<file path="config.mk">
export PLATFORM = sky130hd
export DESIGN_NAME = ajd_core
export DESIGN_NICKNAME = d
export VERILOG_FILES = /design/src/pkg/ajd_pkg.sv /design/src/ajd_core.sv
export SDC_FILE = /design/constraint.sdc
export NUM_CORES = 1
export LEC_CHECK = 0
export CAP_MARGIN = 10
export CORE_MARGIN = 2
export CORE_UTILIZATION = 51
export CTS_CLUSTER_SIZE = 40
export DETAILED_ROUTE_END_ITERATION = 12
export DONT_BUFFER_PORTS = 1
export PLACE_DENSITY = 0.69
export SYNTH_ARGS = -nofsm -noshare
export SYNTH_HDL_FRONTEND = slang
export SYNTH_SLANG_ARGS = --single-unit
</file>
<file path="constraint.sdc">
create_clock -name clk_i -period 3.3 [get_ports clk_i]
set_clock_uncertainty 0.15 [all_clocks]
set_input_delay 0.495 -clock clk_i [delete_from_list [all_inputs] [get_ports clk_i]]
set_output_delay 0.495 -clock clk_i [all_outputs]
set_load 0.01 [all_outputs]
</file>
<file path="src/pkg/ajd_pkg.sv">
// package: opcodes, carriers and constants of the alu and jump datapath
package ajd_pkg;

  localparam int unsigned PC_W        = 22;
  localparam int unsigned REL_W       = 12;
  localparam int unsigned WORD_IMM_W  = 6;

  // cycle counts per instruction class
  localparam logic [1:0] CYC_ONE      = 2'h1;
  localparam logic [1:0] CYC_TWO      = 2'h2;
  localparam logic [1:0] CYC_THREE    = 2'h3;

  localparam logic [7:0]  BYTE_ONES   = 8'hFF;
  localparam logic [7:0]  BYTE_ZERO   = 8'h00;
  localparam logic [7:0]  BYTE_ONE    = 8'h01;
  localparam logic [15:0] WORD_ZERO   = 16'h0000;
  localparam logic [PC_W-1:0] PC_RST  = 22'h00_0000;

  // flag bit positions within the packed flag word
  localparam int unsigned FLG_C = 0;
  localparam int unsigned FLG_Z = 1;
  localparam int unsigned FLG_N = 2;
  localparam int unsigned FLG_V = 3;
  localparam int unsigned FLG_S = 4;
  localparam int unsigned FLG_H = 5;

  typedef enum logic [5:0] {
    op_add, op_add_carry, op_word_plus_immediate,
    op_sub, op_minus_constant, op_minus_with_carry, op_minus_constant_with_carry,
    op_word_minus_immediate,
    op_and, op_conjunction_constant, op_or, op_disjunction_constant, op_xor_registers,
    op_set_mask_bits, op_clear_mask_bits, op_zero_sign_check, op_zero_register,
    op_bitwise_invert, op_twos_invert_plus_one, op_plus_one, op_minus_one,
    op_all_ones_register,
    op_product_unsigned, op_product_signed, op_product_signed_by_unsigned,
    op_fractional_product_unsigned, op_fractional_product_signed,
    op_fractional_product_mixed,
    op_relative_jump, op_pointer_jump, op_extended_pointer_jump, op_direct_jump
  } ajd_op_t;

  typedef struct packed {
    ajd_op_t              op;
    logic [7:0]           rd;          // destination register value
    logic [7:0]           rr;          // source register value
    logic [7:0]           k;           // immediate constant
    logic [15:0]          pair;        // register pair, high:low
    logic [15:0]          zptr;        // z pointer pair
    logic [7:0]           jump_extension_byte;
    logic [PC_W-1:0]      pc;          // address of current instruction
    logic [REL_W-1:0]     rel;         // signed relative offset
    logic [PC_W-1:0]      target;      // absolute jump target
  } ajd_req_t;

  typedef struct packed {
    logic [15:0]          data;        // byte in [7:0], or pair / product
    logic                 wr_byte;     // write data[7:0] to destination
    logic                 wr_pair;     // write data to destination pair
    logic                 wr_prod;     // write data to pair one:zero
    logic                 pc_load;     // load program counter
    logic [PC_W-1:0]      pc;
  } ajd_rsp_t;

  typedef struct packed {
    logic h;
    logic s;
    logic v;
    logic n;
    logic z;
    logic c;
  } ajd_flags_t;

  localparam ajd_flags_t FLAGS_RST = '0;
  localparam ajd_rsp_t   RSP_RST   = '0;

endpackage : ajd_pkg

</file>
<file path="src/ajd_core.sv">
// alu and jump datapath: executes one instruction per request with its cycle count
// How it works
// RULE1: two-register add, with or without carry, sets Z C N V H in one cycle.
// RULE2: word plus immediate on a pair sets Z C N V S in two cycles.
// RULE3: subtract register or constant from destination, Z C N V H, one cycle.
// RULE4: subtract with carry, register or constant, Z C N V H, one cycle.
// RULE5: word minus immediate on a pair sets Z C N V S in two cycles.
// RULE6: and with register or constant, sets only Z N V, one cycle.
// RULE7: or with register or constant, xor registers, Z N V, one cycle.
// RULE8: set mask bits is or with constant, Z N V, one cycle.
// RULE9: clear mask bits ands with 0xFF minus constant, Z N V, one cycle.
// RULE10: check is and with itself, zeroing is xor with itself, Z N V.
// RULE11: three multiplies put 16-bit product in pair one:zero, Z C, two cycles.
// RULE12: fractional multiplies shift product left one first, Z C, two cycles.
// RULE13: pointer jump loads pc from z pointer, no flags, two cycles.
// RULE14: extended pointer jump loads pc from extension byte over z, two cycles.
// RULE15: invert, negate, plus one, minus one, all ones, one cycle; all ones keeps flags.
// RULE16: relative jump pc plus offset plus one, two cycles; direct jump loads target.
`timescale 1ns/1ps
`default_nettype none

module ajd_core
  import ajd_pkg::*;
(
  input  wire logic       clk_i,        // core clock, 100 MHz
  input  wire logic       rst_i,        // async reset, active high
  input  wire logic       req_valid_i,  // instruction presented
  input  wire ajd_req_t   req_i,        // instruction and operands
  output var  logic       busy_o,       // multi-cycle instruction in flight
  output var  logic       done_o,       // one-cycle pulse, result valid
  output var  ajd_rsp_t   rsp_o,        // write-back and pc load
  output var  ajd_flags_t flags_o       // status flags
);

  typedef enum logic {st_idle, st_wait} ajd_state_t;

  ajd_state_t state_ff, nxt_state;
  logic [1:0] cnt_ff, nxt_cnt;
  logic       busy_ff, nxt_busy;
  logic       done_ff, nxt_done;
  ajd_rsp_t   rsp_ff, nxt_rsp, hold_rsp_ff, nxt_hold_rsp;
  ajd_flags_t flags_ff, nxt_flags, hold_flags_ff, nxt_hold_flags;

  // result of an 8-bit add or subtract: {carry, half, overflow, sum}
  function automatic logic [10:0] add8(input logic [7:0] a, input logic [7:0] b,
                                       input logic cin, input logic sub);
    logic [7:0] bb;
    logic       ci;
    logic [8:0] s;
    logic [4:0] lo;
    bb = sub ? ~b : b;
    ci = sub ? ~cin : cin;
    s  = {1'b0, a} + {1'b0, bb} + {8'h00, ci};
    lo = {1'b0, a[3:0]} + {1'b0, bb[3:0]} + {4'h0, ci};
    // subtraction runs as add of complement, so carries turn into borrows
    add8 = {s[8] ^ sub, lo[4] ^ sub, (a[7] == bb[7]) && (s[7] != a[7]), s[7:0]};
  endfunction : add8

  // 16-bit product with per-operand signedness
  // one extra sign bit per operand lets a single multiplier serve all three modes
  function automatic logic [15:0] mul8(input logic [7:0] a, input logic [7:0] b,
                                       input logic sa, input logic sb);
    logic signed [17:0] p;
    p    = $signed({sa & a[7], a}) * $signed({sb & b[7], b});
    mul8 = p[15:0];
  endfunction : mul8

  // compute result, flags and cycle count of one instruction
  // combinational from req_i and flags_ff, so operands need only stand on the take edge
  ajd_rsp_t   ex_rsp;
  ajd_flags_t ex_flags;
  logic [1:0] ex_cyc;

  always_comb begin
    logic [10:0] a8;
    logic [16:0] w17;
    logic [15:0] prod;
    logic        is_sub;
    logic        is_frac;
    logic [7:0]  lres;
    a8       = '0;
    w17      = '0;
    prod     = WORD_ZERO;
    is_sub   = 1'b0;
    is_frac  = 1'b0;
    lres     = BYTE_ZERO;
    ex_rsp   = RSP_RST;
    ex_flags = flags_ff;
    ex_cyc   = CYC_ONE;
    ex_rsp.pc = req_i.pc;
    case (req_i.op)
      op_add, op_add_carry, op_sub, op_minus_constant,
      op_minus_with_carry, op_minus_constant_with_carry,
      op_twos_invert_plus_one: begin
        is_sub = (req_i.op != op_add) && (req_i.op != op_add_carry);
        case (req_i.op)
          op_add:                       a8 = add8(req_i.rd, req_i.rr, 1'b0, 1'b0);        // RULE1
          op_add_carry:                 a8 = add8(req_i.rd, req_i.rr, flags_ff.c, 1'b0);  // RULE1
          op_sub:                       a8 = add8(req_i.rd, req_i.rr, 1'b0, 1'b1);        // RULE3
          op_minus_constant:            a8 = add8(req_i.rd, req_i.k, 1'b0, 1'b1);         // RULE3
          op_minus_with_carry:          a8 = add8(req_i.rd, req_i.rr, flags_ff.c, 1'b1);  // RULE4
          op_minus_constant_with_carry: a8 = add8(req_i.rd, req_i.k, flags_ff.c, 1'b1);   // RULE4
          default:                      a8 = add8(BYTE_ZERO, req_i.rd, 1'b0, 1'b1);       // RULE15
        endcase
        ex_rsp.data    = {8'h00, a8[7:0]};
        ex_rsp.wr_byte = 1'b1;
        ex_flags.c     = a8[10];
        ex_flags.h     = a8[9];
        ex_flags.v     = a8[8];
        ex_flags.n     = a8[7];
        ex_flags.z     = (a8[7:0] == BYTE_ZERO);
      end
      op_word_plus_immediate, op_word_minus_immediate: begin
        is_sub = (req_i.op == op_word_minus_immediate);
        // only the low six constant bits reach the pair; higher bits are ignored
        if (is_sub) begin
          w17 = {1'b0, req_i.pair} - {11'h000, req_i.k[WORD_IMM_W-1:0]};                 // RULE5
          ex_flags.v = req_i.pair[15] & ~w17[15];
          ex_flags.c = w17[15] & ~req_i.pair[15];
        end else begin
          w17 = {1'b0, req_i.pair} + {11'h000, req_i.k[WORD_IMM_W-1:0]};                 // RULE2
          ex_flags.v = ~req_i.pair[15] & w17[15];
          ex_flags.c = ~w17[15] & req_i.pair[15];
        end
        ex_rsp.data    = w17[15:0];
        ex_rsp.wr_pair = 1'b1;
        ex_flags.n     = w17[15];
        ex_flags.z     = (w17[15:0] == WORD_ZERO);
        ex_flags.s     = w17[15] ^ ex_flags.v;
        ex_cyc         = CYC_TWO;                                                         // RULE2
      end
      op_and, op_conjunction_constant, op_or, op_disjunction_constant, op_xor_registers,
      op_set_mask_bits, op_clear_mask_bits, op_zero_sign_check, op_zero_register: begin
        case (req_i.op)
          op_and:                  lres = req_i.rd & req_i.rr;                // RULE6
          op_conjunction_constant: lres = req_i.rd & req_i.k;                 // RULE6
          op_or:                   lres = req_i.rd | req_i.rr;                // RULE7
          op_disjunction_constant: lres = req_i.rd | req_i.k;                 // RULE7
          op_xor_registers:        lres = req_i.rd ^ req_i.rr;                // RULE7
          op_set_mask_bits:        lres = req_i.rd | req_i.k;                 // RULE8
          op_clear_mask_bits:      lres = req_i.rd & (BYTE_ONES - req_i.k);   // RULE9
          op_zero_sign_check:      lres = req_i.rd & req_i.rd;                // RULE10
          default:                 lres = req_i.rd ^ req_i.rd;                // RULE10
        endcase
        // check only sets flags, so the destination is left alone
        ex_rsp.data    = {8'h00, lres};
        ex_rsp.wr_byte = (req_i.op != op_zero_sign_check);
        ex_flags.v     = 1'b0;                                                // RULE6
        ex_flags.n     = lres[7];
        ex_flags.z     = (lres == BYTE_ZERO);
      end
      op_bitwise_invert: begin
        lres           = BYTE_ONES - req_i.rd;                                // RULE15
        ex_rsp.data    = {8'h00, lres};
        ex_rsp.wr_byte = 1'b1;
        ex_flags.c     = 1'b1;
        ex_flags.v     = 1'b0;
        ex_flags.n     = lres[7];
        ex_flags.z     = (lres == BYTE_ZERO);
      end
      op_plus_one, op_minus_one: begin
        a8 = add8(req_i.rd, BYTE_ONE, 1'b0, req_i.op == op_minus_one);        // RULE15
        // carry and half carry are not touched by step operations
        ex_rsp.data    = {8'h00, a8[7:0]};
        ex_rsp.wr_byte = 1'b1;
        ex_flags.v     = a8[8];
        ex_flags.n     = a8[7];
        ex_flags.z     = (a8[7:0] == BYTE_ZERO);
      end
      op_all_ones_register: begin
        // no flag is named for this op, so ex_flags keeps flags_ff
        ex_rsp.data    = {8'h00, BYTE_ONES};                                  // RULE15
        ex_rsp.wr_byte = 1'b1;
      end
      op_product_unsigned, op_product_signed, op_product_signed_by_unsigned,
      op_fractional_product_unsigned, op_fractional_product_signed,
      op_fractional_product_mixed: begin
        is_frac = (req_i.op == op_fractional_product_unsigned) ||
                  (req_i.op == op_fractional_product_signed) ||
                  (req_i.op == op_fractional_product_mixed);
        case (req_i.op)
          op_product_signed, op_fractional_product_signed:
            prod = mul8(req_i.rd, req_i.rr, 1'b1, 1'b1);                      // RULE11
          op_product_signed_by_unsigned, op_fractional_product_mixed:
            prod = mul8(req_i.rd, req_i.rr, 1'b1, 1'b0);                      // RULE11
          default:
            prod = mul8(req_i.rd, req_i.rr, 1'b0, 1'b0);                      // RULE11
        endcase
        // carry takes the top product bit before the fractional shift drops it
        ex_flags.c     = prod[15];
        ex_rsp.data    = is_frac ? {prod[14:0], 1'b0} : prod;                 // RULE12
        ex_rsp.wr_prod = 1'b1;
        ex_flags.z     = (ex_rsp.data == WORD_ZERO);
        ex_cyc         = CYC_TWO;                                             // RULE11
      end
      op_relative_jump: begin
        // offset is sign-extended to the full pc width, so backward jumps wrap
        ex_rsp.pc = req_i.pc + {{(PC_W-REL_W){req_i.rel[REL_W-1]}}, req_i.rel}
                    + {{(PC_W-1){1'b0}}, 1'b1};                               // RULE16
        ex_rsp.pc_load = 1'b1;
        ex_cyc         = CYC_TWO;                                             // RULE16
      end
      op_pointer_jump: begin
        ex_rsp.pc      = {6'h00, req_i.zptr};                                 // RULE13
        ex_rsp.pc_load = 1'b1;
        ex_cyc         = CYC_TWO;                                             // RULE13
      end
      op_extended_pointer_jump: begin
        // extension bits above the pc width are dropped, only the low six count
        ex_rsp.pc      = {req_i.jump_extension_byte[PC_W-17:0], req_i.zptr};  // RULE14
        ex_rsp.pc_load = 1'b1;
        ex_cyc         = CYC_TWO;                                             // RULE14
      end
      op_direct_jump: begin
        // the only three-cycle op; the two-bit counter would not cover a fourth
        ex_rsp.pc      = req_i.target;                                        // RULE16
        ex_rsp.pc_load = 1'b1;
        ex_cyc         = CYC_THREE;
      end
      default: begin
        ex_rsp = RSP_RST;
      end
    endcase
  end

  // sequencing: results and flags commit together when the count expires
  always_comb begin
    nxt_state      = state_ff;
    nxt_cnt        = cnt_ff;
    nxt_busy       = busy_ff;
    nxt_done       = 1'b0;
    nxt_rsp        = rsp_ff;
    nxt_flags      = flags_ff;
    nxt_hold_rsp   = hold_rsp_ff;
    nxt_hold_flags = hold_flags_ff;
    case (state_ff)
      st_idle: begin
        // one-cycle ops commit at once; longer ones park their result until done
        if (req_valid_i) begin
          if (ex_cyc == CYC_ONE) begin
            nxt_rsp   = ex_rsp;
            nxt_flags = ex_flags;
            nxt_done  = 1'b1;
          end else begin
            nxt_hold_rsp   = ex_rsp;
            nxt_hold_flags = ex_flags;
            nxt_cnt        = ex_cyc - CYC_TWO;
            nxt_busy       = 1'b1;
            nxt_state      = st_wait;
          end
        end
      end
      st_wait: begin
        // requests are ignored here; flags used by them would be stale
        if (cnt_ff == 2'h0) begin
          nxt_rsp   = hold_rsp_ff;
          nxt_flags = hold_flags_ff;
          nxt_done  = 1'b1;
          nxt_busy  = 1'b0;
          nxt_state = st_idle;
        end else begin
          nxt_cnt = cnt_ff - 2'h1;
        end
      end
      default: begin
        nxt_state = st_idle;
        nxt_busy  = 1'b0;
      end
    endcase
  end

  always_ff @(posedge clk_i or posedge rst_i) begin
    if (rst_i) begin
      // flags clear too, so carry variants start from a zero carry
      state_ff      <= st_idle;
      cnt_ff        <= 2'h0;
      busy_ff       <= 1'b0;
      done_ff       <= 1'b0;
      rsp_ff        <= RSP_RST;
      flags_ff      <= FLAGS_RST;
      hold_rsp_ff   <= RSP_RST;
      hold_flags_ff <= FLAGS_RST;
    end else begin
      state_ff      <= nxt_state;
      cnt_ff        <= nxt_cnt;
      busy_ff       <= nxt_busy;
      done_ff       <= nxt_done;
      rsp_ff        <= nxt_rsp;
      flags_ff      <= nxt_flags;
      hold_rsp_ff   <= nxt_hold_rsp;
      hold_flags_ff <= nxt_hold_flags;
    end
  end

  assign busy_o  = busy_ff;
  assign done_o  = done_ff;
  assign rsp_o   = rsp_ff;
  assign flags_o = flags_ff;

endmodule : ajd_core

`default_nettype wire

</file>
==> results of run 1 <==
[state kept, by name, summed over array words and instances, names as in the netlist]
register       flops
hold_rsp_ff       42
flags_o            6
rsp_o             42
state_ff           1
cnt_ff             2
done_o             1
busy_o             1
hold_flags_ff      6
[how the worst max path moves through the flow]
stage / start / end / slack (ps) / depth (start not counted)
2_1_floorplan: req_i[114] / rsp_o[41] / -1640 / 24
3_3_place_gp: req_i[104] / rsp_o[31] / -2050 / 22
3_5_place_dp: req_i[112] / rsp_o[38] / -2060 / 23
4_1_cts: req_i[118] / flags_o[1] / -1560 / 22
5_1_grt: req_i[117] / rsp_o[38] / -1840 / 21
6_report: req_i[118] / flags_o[1] / -1650 / 22
[cell families after synthesis]
kind of cell    after synthesis
compound gates              577
fa+ha+maj                   305
mux                          31
simple gates                707
buf+inv                     356
xor+xnor                    109
flops                       101
[stage by stage]
| stage | hold slack (ps) | cell area (sq um) | power, uW | utilization | setup TNS [ps] |
|---|---|---|---|---|---|
| global placement | 147.0 | 21250 | 10060 | 0.6368 | -58280 |
| detailed placement | 147.4 | 21250 | 10270 | 0.6368 | -59770 |
| floorplan | 290.5 | 17970 | 7344 | - | -37650 |
| finish | 262.0 | 23510 | 13060 | 0.7046 | -39400 |
| global route | 279.7 | 23510 | 13970 | 0.7046 | -44300 |
| CTS | 255.5 | 22740 | 12190 | 0.6817 | -36750 |
[report_power, final]
group,internal [uW],switching [uW],total [uW]
sequential,1720,550,2270
combinational,4650,5030,9680
clock,606,500,1110
total,6980,6080,13100
[layout make-up]
| cell class | count | area (sq um) |
|---|---|---|
| multi-input cells | 1729 | 15240 |
| fillers | 2679 | 9857 |
| repair buffers | 483 | 3790 |
| flip-flops and latches | 101 | 2527 |
| inverters | 267 | 1071 |
| well taps | 448 | 560.5 |
| clock buffers | 9 | 225.2 |
| clock inverters | 7 | 88.84 |
[timing repair]
action,4_1_cts,5_1_grt
setup endpoints to repair,39,41
resized for setup,209,141
buffers inserted,46,26
hold endpoints to repair,13,0
pin swaps,112,121
hold buffers,1,0
[metal layers]
layer	wire [um]	track usage	vias up
met1	27270	0.4878	9030
met2	31110	0.6128	849
li1	-	-	8482
met4	3110	0.1469	0
met3	5060	0.05203	180
met5	0	0	-
[layout by cell type (no fill, tap or decap), types with 12 or more instances in the layout]
master | netlist | routed
sky130_fd_sc_hd__nor2_1 | 217 | 181
sky130_fd_sc_hd__buf_6 | 2 | 33
sky130_fd_sc_hd__a21o_1 | 27 | 26
sky130_fd_sc_hd__nand2_1 | 203 | 187
sky130_fd_sc_hd__ha_1 | 181 | 122
sky130_fd_sc_hd__nand2b_1 | 24 | 21
sky130_fd_sc_hd__ha_4 | 0 | 51
sky130_fd_sc_hd__nor3_2 | 3 | 13
sky130_fd_sc_hd__o211ai_1 | 15 | 15
sky130_fd_sc_hd__a31oi_1 | 32 | 27
sky130_fd_sc_hd__nor2b_1 | 21 | 17
sky130_fd_sc_hd__a21oi_1 | 140 | 111
sky130_fd_sc_hd__buf_4 | 3 | 446
sky130_fd_sc_hd__mux2i_1 | 27 | 26
sky130_fd_sc_hd__xnor2_1 | 62 | 56
sky130_fd_sc_hd__nor2_4 | 0 | 23
sky130_fd_sc_hd__a211oi_2 | 2 | 14
sky130_fd_sc_hd__fa_2 | 0 | 16
sky130_fd_sc_hd__nor2_2 | 2 | 15
sky130_fd_sc_hd__o21ai_0 | 126 | 86
sky130_fd_sc_hd__a21oi_2 | 1 | 27
sky130_fd_sc_hd__o21ai_2 | 0 | 20
sky130_fd_sc_hd__o22ai_1 | 22 | 17
sky130_fd_sc_hd__nor3_1 | 55 | 44
sky130_fd_sc_hd__a221oi_1 | 22 | 14
sky130_fd_sc_hd__fa_1 | 124 | 108
sky130_fd_sc_hd__o21a_1 | 12 | 12
sky130_fd_sc_hd__or3_1 | 16 | 16
sky130_fd_sc_hd__a211oi_1 | 33 | 16
sky130_fd_sc_hd__a22oi_1 | 15 | 12
sky130_fd_sc_hd__nand3_1 | 62 | 59
sky130_fd_sc_hd__a222oi_1 | 14 | 14
sky130_fd_sc_hd__o21ai_1 | 8 | 25
sky130_fd_sc_hd__inv_2 | 2 | 40
sky130_fd_sc_hd__xor2_1 | 41 | 39
sky130_fd_sc_hd__dfrtp_1 | 101 | 101
sky130_fd_sc_hd__inv_1 | 261 | 210
==> load_flow_metrics.sql, run 1 <==
INSERT INTO impl_metrics (metric_group, metric, value, unit) VALUES
('routing', 'drt_iter0_drc', '1765', ''),
('clock_tree', 'worstSkewPairLatency', '350', 'ps'),
('grt', 'antenna_found_initial', '1', ''),
('run_status', 'status', 'finished, violations left', ''),
('timing', 'final.period_utilization', '1.500', ''),
('timing', 'tightest_slew', '654.7', 'ps'),
('job', 'cap_violations', '0', ''),
('cells_and_area', 'nNetsFinal', '3025', ''),
('setup_path', 'critPathLaunchType', 'primary input', ''),
('yosys', 'netlist_top_cells_count', '261 x sky130_fd_sc_hd__inv_1, 217 x sky130_fd_sc_hd__nor2_1, 203 x sky130_fd_sc_hd__nand2_1, 181 x sky130_fd_sc_hd__ha_1, 140 x sky130_fd_sc_hd__a21oi_1', ''),
('clock_tree', 'cts_tree', 'done', ''),
('floorplan', 'die_footprint', '35280', 'sq um'),
('yosys', 'yosys.area_share.adder', '0.2754', ''),
('floorplan', 'initial_standard_cell_utilization_of_the_core', '0.5166', ''),
('routing', 'viasPerCell', '6.091', ''),
('timing', 'final.setup.worst_slack', '-1649', 'ps'),
('routing', 'ant_nets', '0', ''),
('floorplan', 'coreArea', '33360', 'sq um'),
('yosys', 'synth_xor_area_frac', '0.05975', ''),
('cells_and_area', 'layout-area-overhead-vs-synth', '36.39', '%'),
('grt', 'overflow', '0', ''),
('routing', 'drt_drc_violations_left', '0', ''),
('place', 'number_of_i_o_port_buffers', '0', ''),
('setup_path', 'worst_path_dominant_cell_family', 'adder cells', ''),
('yosys', 'synth_enable_flop_cells', '0', ''),
('setup_path', 'cp_common_cell', 'sky130_fd_sc_hd__fa_1', ''),
('floorplan', 'chipHeight', '187.8', 'um'),
('power', 'cellLeakagePower', '0.01081', 'uW'),
('yosys', 'synth.distinct_cells', '103', ''),
('yosys', 'mappedNetlistNets', '2620', ''),
('setup_path', 'worstRegToRegCells', '13', ''),
('timing', 'slew_viol_final', '0', ''),
('yosys', 'share_of_flip_flops_with_an_asynchronous_set_or_reset_after_synthesis', '1.000', ''),
('grt', 'grt_first_pass_wirelength', '102000', 'um'),
('yosys', 'synth_area_leader_cell', 'sky130_fd_sc_hd__dfrtp_1', ''),
('routing', 'wl', '66540', 'um'),
('clock_tree', 'tritoncts.num_buffers', '9', ''),
('yosys', 'syn_area', '17240', 'sq um'),
('worst_hold_path', 'worst_hold_startpoint', 'req_valid_i', ''),
('power', 'pwr_density_cell', '555.6', 'nW/um^2'),
('place', 'finalWeightedCongestion', '0.9808', ''),
('run_status', 'failed_checks', 'negative setup slack', ''),
('cells_and_area', 'antenna_cells', '0', ''),
('clock_tree', 'clock_sinks', '101', ''),
('worst_hold_path', 'hold_class', 'in -> reg', ''),
('setup_path', 'regToRegEndpoint', 'flags_o[1]', ''),
('yosys', 'synth_seq_area_share', '0.1466', ''),
('yosys', 'most_instantiated_library_cell_after_synthesis', 'sky130_fd_sc_hd__inv_1', ''),
('yosys', 'netlist_instances', '2186', ''),
('routing', 'wl_per_cell', '21.86', 'um'),
('yosys', 'synthFlopType', 'sky130_fd_sc_hd__dfrtp_1', ''),
('grt', 'grt_max_degree', '89', ''),
('setup_path', 'critical_path.n_buffers_inverters', '5', ''),
('timing', 'timing.final.setup_violations', '33', ''),
('yosys', 'synth_compound_gate_area_share', '0.2219', ''),
('floorplan', 'rows', '67', ''),
('worst_hold_path', 'hold_path_depth', '2', ''),
('setup_path', 'rr_startpoint', 'flags_o[0]', ''),
('place', 'place_worst_setup_slack', '-2061', 'ps'),
('routing', 'drt-pass1-iter-count', '7', ''),
('yosys', 'synth_top_family_by_area', 'adder cells', ''),
('setup_path', 'critical_path_s_largest_stage_delay', '590', 'ps'),
('timing', 'grt_setup_unrepaired', 'yes', ''),
('setup_path', 'largest_driver_fanout_on_the_critical_path', '15', ''),
('clock_tree', 'clock-root-buffer', 'sky130_fd_sc_hd__clkbuf_16', ''),
('timing', 'timing.max_slew.rel_slack', '0.5635', ''),
('grt', 'vias_in_the_first_global_route', '18640', ''),
('timing', 'max_freq', '202.1', 'MHz'),
('clock_tree', 'clockBufferDepth', '2', ''),
('power', 'worst_ir_drop_vdd', '0.0004004', 'V'),
('cells_and_area', 'fraction_of_final_layout_cells_sized_beyond_drive_strength_1', '0.3374', '');
(Power assumes the default switching activity.)
==> run 2: changes to the inputs <==
--- a/config.mk
+++ b/config.mk
@@ -12,6 +12,8 @@
 export DETAILED_ROUTE_END_ITERATION = 12
 export DONT_BUFFER_PORTS = 1
 export PLACE_DENSITY = 0.69
+export SETUP_SLACK_MARGIN = 0.1
 export SYNTH_ARGS = -nofsm -noshare
 export SYNTH_HDL_FRONTEND = slang
 export SYNTH_SLANG_ARGS = --single-unit
+export TNS_END_PERCENT = 1
==> run 2 against run 1 <==
  * Combinational power shrank 12%
  * The run still ends with negative setup slack left
  * Register-to-register slack better by 110 ps
  * Global-route usage up 0.086 points
  * Via count is 3.0% lower
  * First-iteration DRC count down 0.91%
  * Setup slack lost 92 ps
  * Critical path depth is 1 lower
  * Non-clock buffer count shrank 52
  * Sequential share of layout area is 0.74 points higher
  * Clock-buffer cell count increased by 2
==> load_flow_metrics.sql, run 2 (synthesized netlist as in run 1, its figures left out) <==
INSERT INTO impl_metrics (metric_group, metric, value, unit) VALUES
('run_status', 'status', 'finished, violations left', ''),
('run_status', 'failed_checks', 'negative setup slack', ''),
('grt', 'antenna_found_initial', '0', ''),
('timing', 'timing.final.setup_violations', '37', ''),
('setup_path', 'cp_common_cell', 'sky130_fd_sc_hd__fa_1', ''),
('grt', 'globalRouteMet1Util', '0.4849', ''),
('clock_tree', 'worst_setup_hold_path_clk_slew', '70', 'ps'),
('power', 'pwr-share-clk', '0.089', ''),
('place', 'finalWeightedCongestion', '1.007', ''),
('clock_tree', 'cts_max_level', '3', ''),
('timing', 'timing.final.crit_period', '5041', 'ps'),
('setup_path', 'setup.worst_path.start', 'req_i[116]', ''),
('floorplan', 'die_footprint', '35280', 'sq um'),
('timing', 'hold_viol', '0', ''),
('setup_path', 'path_class', 'in -> reg', ''),
('routing', 'wl', '65540', 'um'),
('power', 'cellLeakagePower', '0.01041', 'uW'),
('cells_and_area', 'commonest_non_fill_non_tap_cell_in_the_layout', 'sky130_fd_sc_hd__buf_4', ''),
('cells_and_area', 'nNetsFinal', '2973', ''),
('power', 'power.share.switching', '0.4686', ''),
('setup_path', 'cp_slowest_cell', 'sky130_fd_sc_hd__fa_1', ''),
('grt', 'grt_busiest_layer', 'met2', ''),
('floorplan', 'top_level_ports', '179', ''),
('job', 'cap_violations', '0', ''),
('cells_and_area', 'layout-area-overhead-vs-synth', '27.64', '%'),
('setup_path', 'worst_path_dominant_cell_family', 'adder cells', ''),
('setup_path', 'critPathArrivalTime', '5120', 'ps'),
('grt', 'grt_max_degree', '70', ''),
('setup_path', 'critPathLaunchType', 'primary input', ''),
('setup_path', 'cp_num_cells', '21', ''),
('grt', 'vias_in_the_first_global_route', '18270', ''),
('timing', 'grt_setup_unrepaired', 'yes', ''),
('routing', 'total_via_count_in_the_routed_design', '17980', ''),
('timing', 'final.period_utilization', '1.527', ''),
('grt', 'use_met2', '0.6118', ''),
('setup_path', 'largest_driver_fanout_on_the_critical_path', '18', ''),
('power', 'pwr_density_cell', '539.4', 'nW/um^2'),
('floorplan', 'fp.dieW', '187.8', 'um'),
('setup_path', 'r2r_slack', '-370', 'ps'),
('clock_tree', 'clock_sinks', '101', ''),
('worst_hold_path', 'worst_hold_startpoint', 'req_valid_i', ''),
('setup_path', 'cp-endpoint', 'rsp_o[39]', ''),
('grt', 'use_met3', '0.06644', ''),
('power', 'power_frac_comb', '0.719', ''),
('routing', 'drt_drc_violations_left', '0', ''),
('power', 'seqPwrFrac', '0.192', ''),
('cells_and_area', 'fillerInstances', '2950', ''),
('clock_tree', 'worstSkewPairLatency', '350', 'ps'),
('grt', 'globalRouteTotalUtil', '0.3703', ''),
('setup_path', 'cp_data_required_time', '3380', 'ps'),
('setup_path', 'critical_path_s_largest_stage_delay', '580', 'ps'),
('timing', 'timing.max_slew.rel_slack', '0.3826', ''),
('floorplan', 'rows', '67', ''),
('setup_path', 'critical_path.endpoint_type', 'flip-flop', ''),
('timing', 'slew_viol_final', '0', ''),
('setup_path', 'rr_startpoint', 'flags_o[0]', ''),
('routing', 'viasPerCell', '6.008', ''),
('grt', 'overflow', '0', ''),
('floorplan', 'coreArea', '33360', 'sq um'),
('cells_and_area', 'layout_common_cells', '425 x sky130_fd_sc_hd__buf_4, 234 x sky130_fd_sc_hd__inv_1, 197 x sky130_fd_sc_hd__nor2_1', ''),
('setup_path', 'regToRegEndpoint', 'flags_o[1]', ''),
('routing', 'ant_nets', '0', ''),
('place', 'number_of_i_o_port_buffers', '0', ''),
('floorplan', 'chipHeight', '187.8', 'um'),
('routing', 'drt-pass1-iter-count', '7', ''),
('cells_and_area', 'final_core_util', '0.6594', ''),
('clock_tree', 'clock-root-buffer', 'sky130_fd_sc_hd__clkbuf_16', ''),
('grt', 'grt_first_pass_wirelength', '101600', 'um'),
('place', 'dpl.hpwl', '53710', 'um'),
('clock_tree', 'tritoncts.num_buffers', '9', ''),
('setup_path', 'worstRegToRegCells', '12', ''),
('timing', 'tightest_slew', '922.8', 'ps'),
('routing', 'drt_iter0_drc', '1749', ''),
('timing', 'final.setup.worst_slack', '-1741', 'ps'),
('setup_path', 'crit_chain', 'clkinvlp_4 -> buf_4 -> nor2_4 -> fa_1 -> fa_1 -> fa_1 -> inv_1 -> fa_1 -> inv_1 -> ha_4 -> o21a_1 -> nor2_2 -> a21oi_2 -> xor2_1 -> a222oi_1 -> buf_4 -> nand2_1 -> a32oi_2 -> a21oi_1 -> nor2_1 -> nor2_1', ''),
('clock_tree', 'clockBufferDepth', '2', ''),
('timing', 'max_freq', '198.4', 'MHz'),
('setup_path', 'critical_path.n_buffers_inverters', '5', ''),
('cells_and_area', 'fraction_of_final_layout_cells_sized_beyond_drive_strength_1', '0.2653', ''),
('power', 'worst_ir_drop_vdd', '0.0004471', 'V'),
('place', 'detailed_place.area', '21080', 'sq um'),
('power', 'power.switching', '5561', 'uW'),
('clock_tree', 'cts_tree', 'done', ''),
('cells_and_area', 'final_design_area_no_fill', '22000', 'sq um'),
('routing', 'wl_per_cell', '21.90', 'um'),
('worst_hold_path', 'hold_class', 'in -> reg', ''),
('power', 'p_int', '6306', 'uW'),
('floorplan', 'initial_standard_cell_utilization_of_the_core', '0.5166', '');
## run 2: cell count changes in the layout (fill, tap and decap cells not counted), sizes merged
cell	change
inv	-2
clkbuf	+2
buf	-52
diode	+1
## run 2: layout make-up
class	instances	area, sq um	share of cell area
diodes	1	2.502	0.0001137
clock buffers	11	232.7	0.01058
clock inverters	5	58.81	0.002673
inverters	267	1046	0.04755
multi-input cells	1729	14300	0.6499
flip-flops and latches	101	2527	0.1149
well taps	448	560.5	0.02548
repair buffers	431	3274	0.1488
## run 2: worst reg2reg max path: cells and delay by family, from the launching register on
kind	cells	cell delay, ps
adder cells (fa/ha/maj)	1	220
flip-flops	1	460
buffers and inverters	1	180
XOR/XNOR	1	290
AO/OA/AOI/OAI	5	1090
AND/OR/NAND/NOR	4	1200
## run 2: timing repair
item | in CTS | in global routing
endpoints found under the hold margin | 12 | 0
endpoints found under the setup margin | 41 | 44
pin swaps | 59 | 14
buffers inserted | 6 | 0
gates cloned | 0 | 0
hold buffers | 1 | 0
resized for setup | 91 | 44
## run 2: routing by layer
| layer | routed length, um | vias to the layer above |
|---|---|---|
| li1 | - | 8364 |
| met1 | 27160 | 8739 |
| met2 | 30710 | 725 |
| met3 | 5064 | 154 |
| met4 | 2606 | 0 |
| met5 | 0 | - |
## run 2: worst min path at each step
stage,cells past startpoint,slack (ps),end
floorplan,2,290,hold_rsp_ff[41]
global route,2,280,hold_rsp_ff[22]
finish,2,270,hold_rsp_ff[22]
CTS,2,260,hold_rsp_ff[22]
global placement,2,300,hold_rsp_ff[41]
detailed placement,2,310,hold_rsp_ff[26]
## run 2: metrics by stage
| stage | worst slack (ps) | cells | hold WS [ps] | setup TNS, ps | total power (uW) |
|---|---|---|---|---|---|
| 5_1_grt | -1979 | 2992 | 283.8 | -47440 | 12790 |
| 3_3_place_gp | -2182 | 2969 | 304.4 | -58870 | 10010 |
| 4_1_cts | -1665 | 2992 | 258.8 | -39040 | 11620 |
| 2_1_floorplan | -1637 | 2186 | 290.5 | -40650 | 7250 |
| 3_5_place_dp | -2307 | 2969 | 312.5 | -61670 | 10200 |
| 6_report | -1741 | 2993 | 265.3 | -40290 | 11870 |
## run 2: power by group through the flow
stage | sequential (uW) | combinational, uW | clock, uW
5_1_grt | 2330 | 9340 | 1120
3_5_place_dp | 2280 | 7910 | 0
2_1_floorplan | 2110 | 5140 | 0
6_report | 2280 | 8530 | 1060
3_3_place_gp | 2280 | 7730 | 0
4_1_cts | 2270 | 8280 | 1070
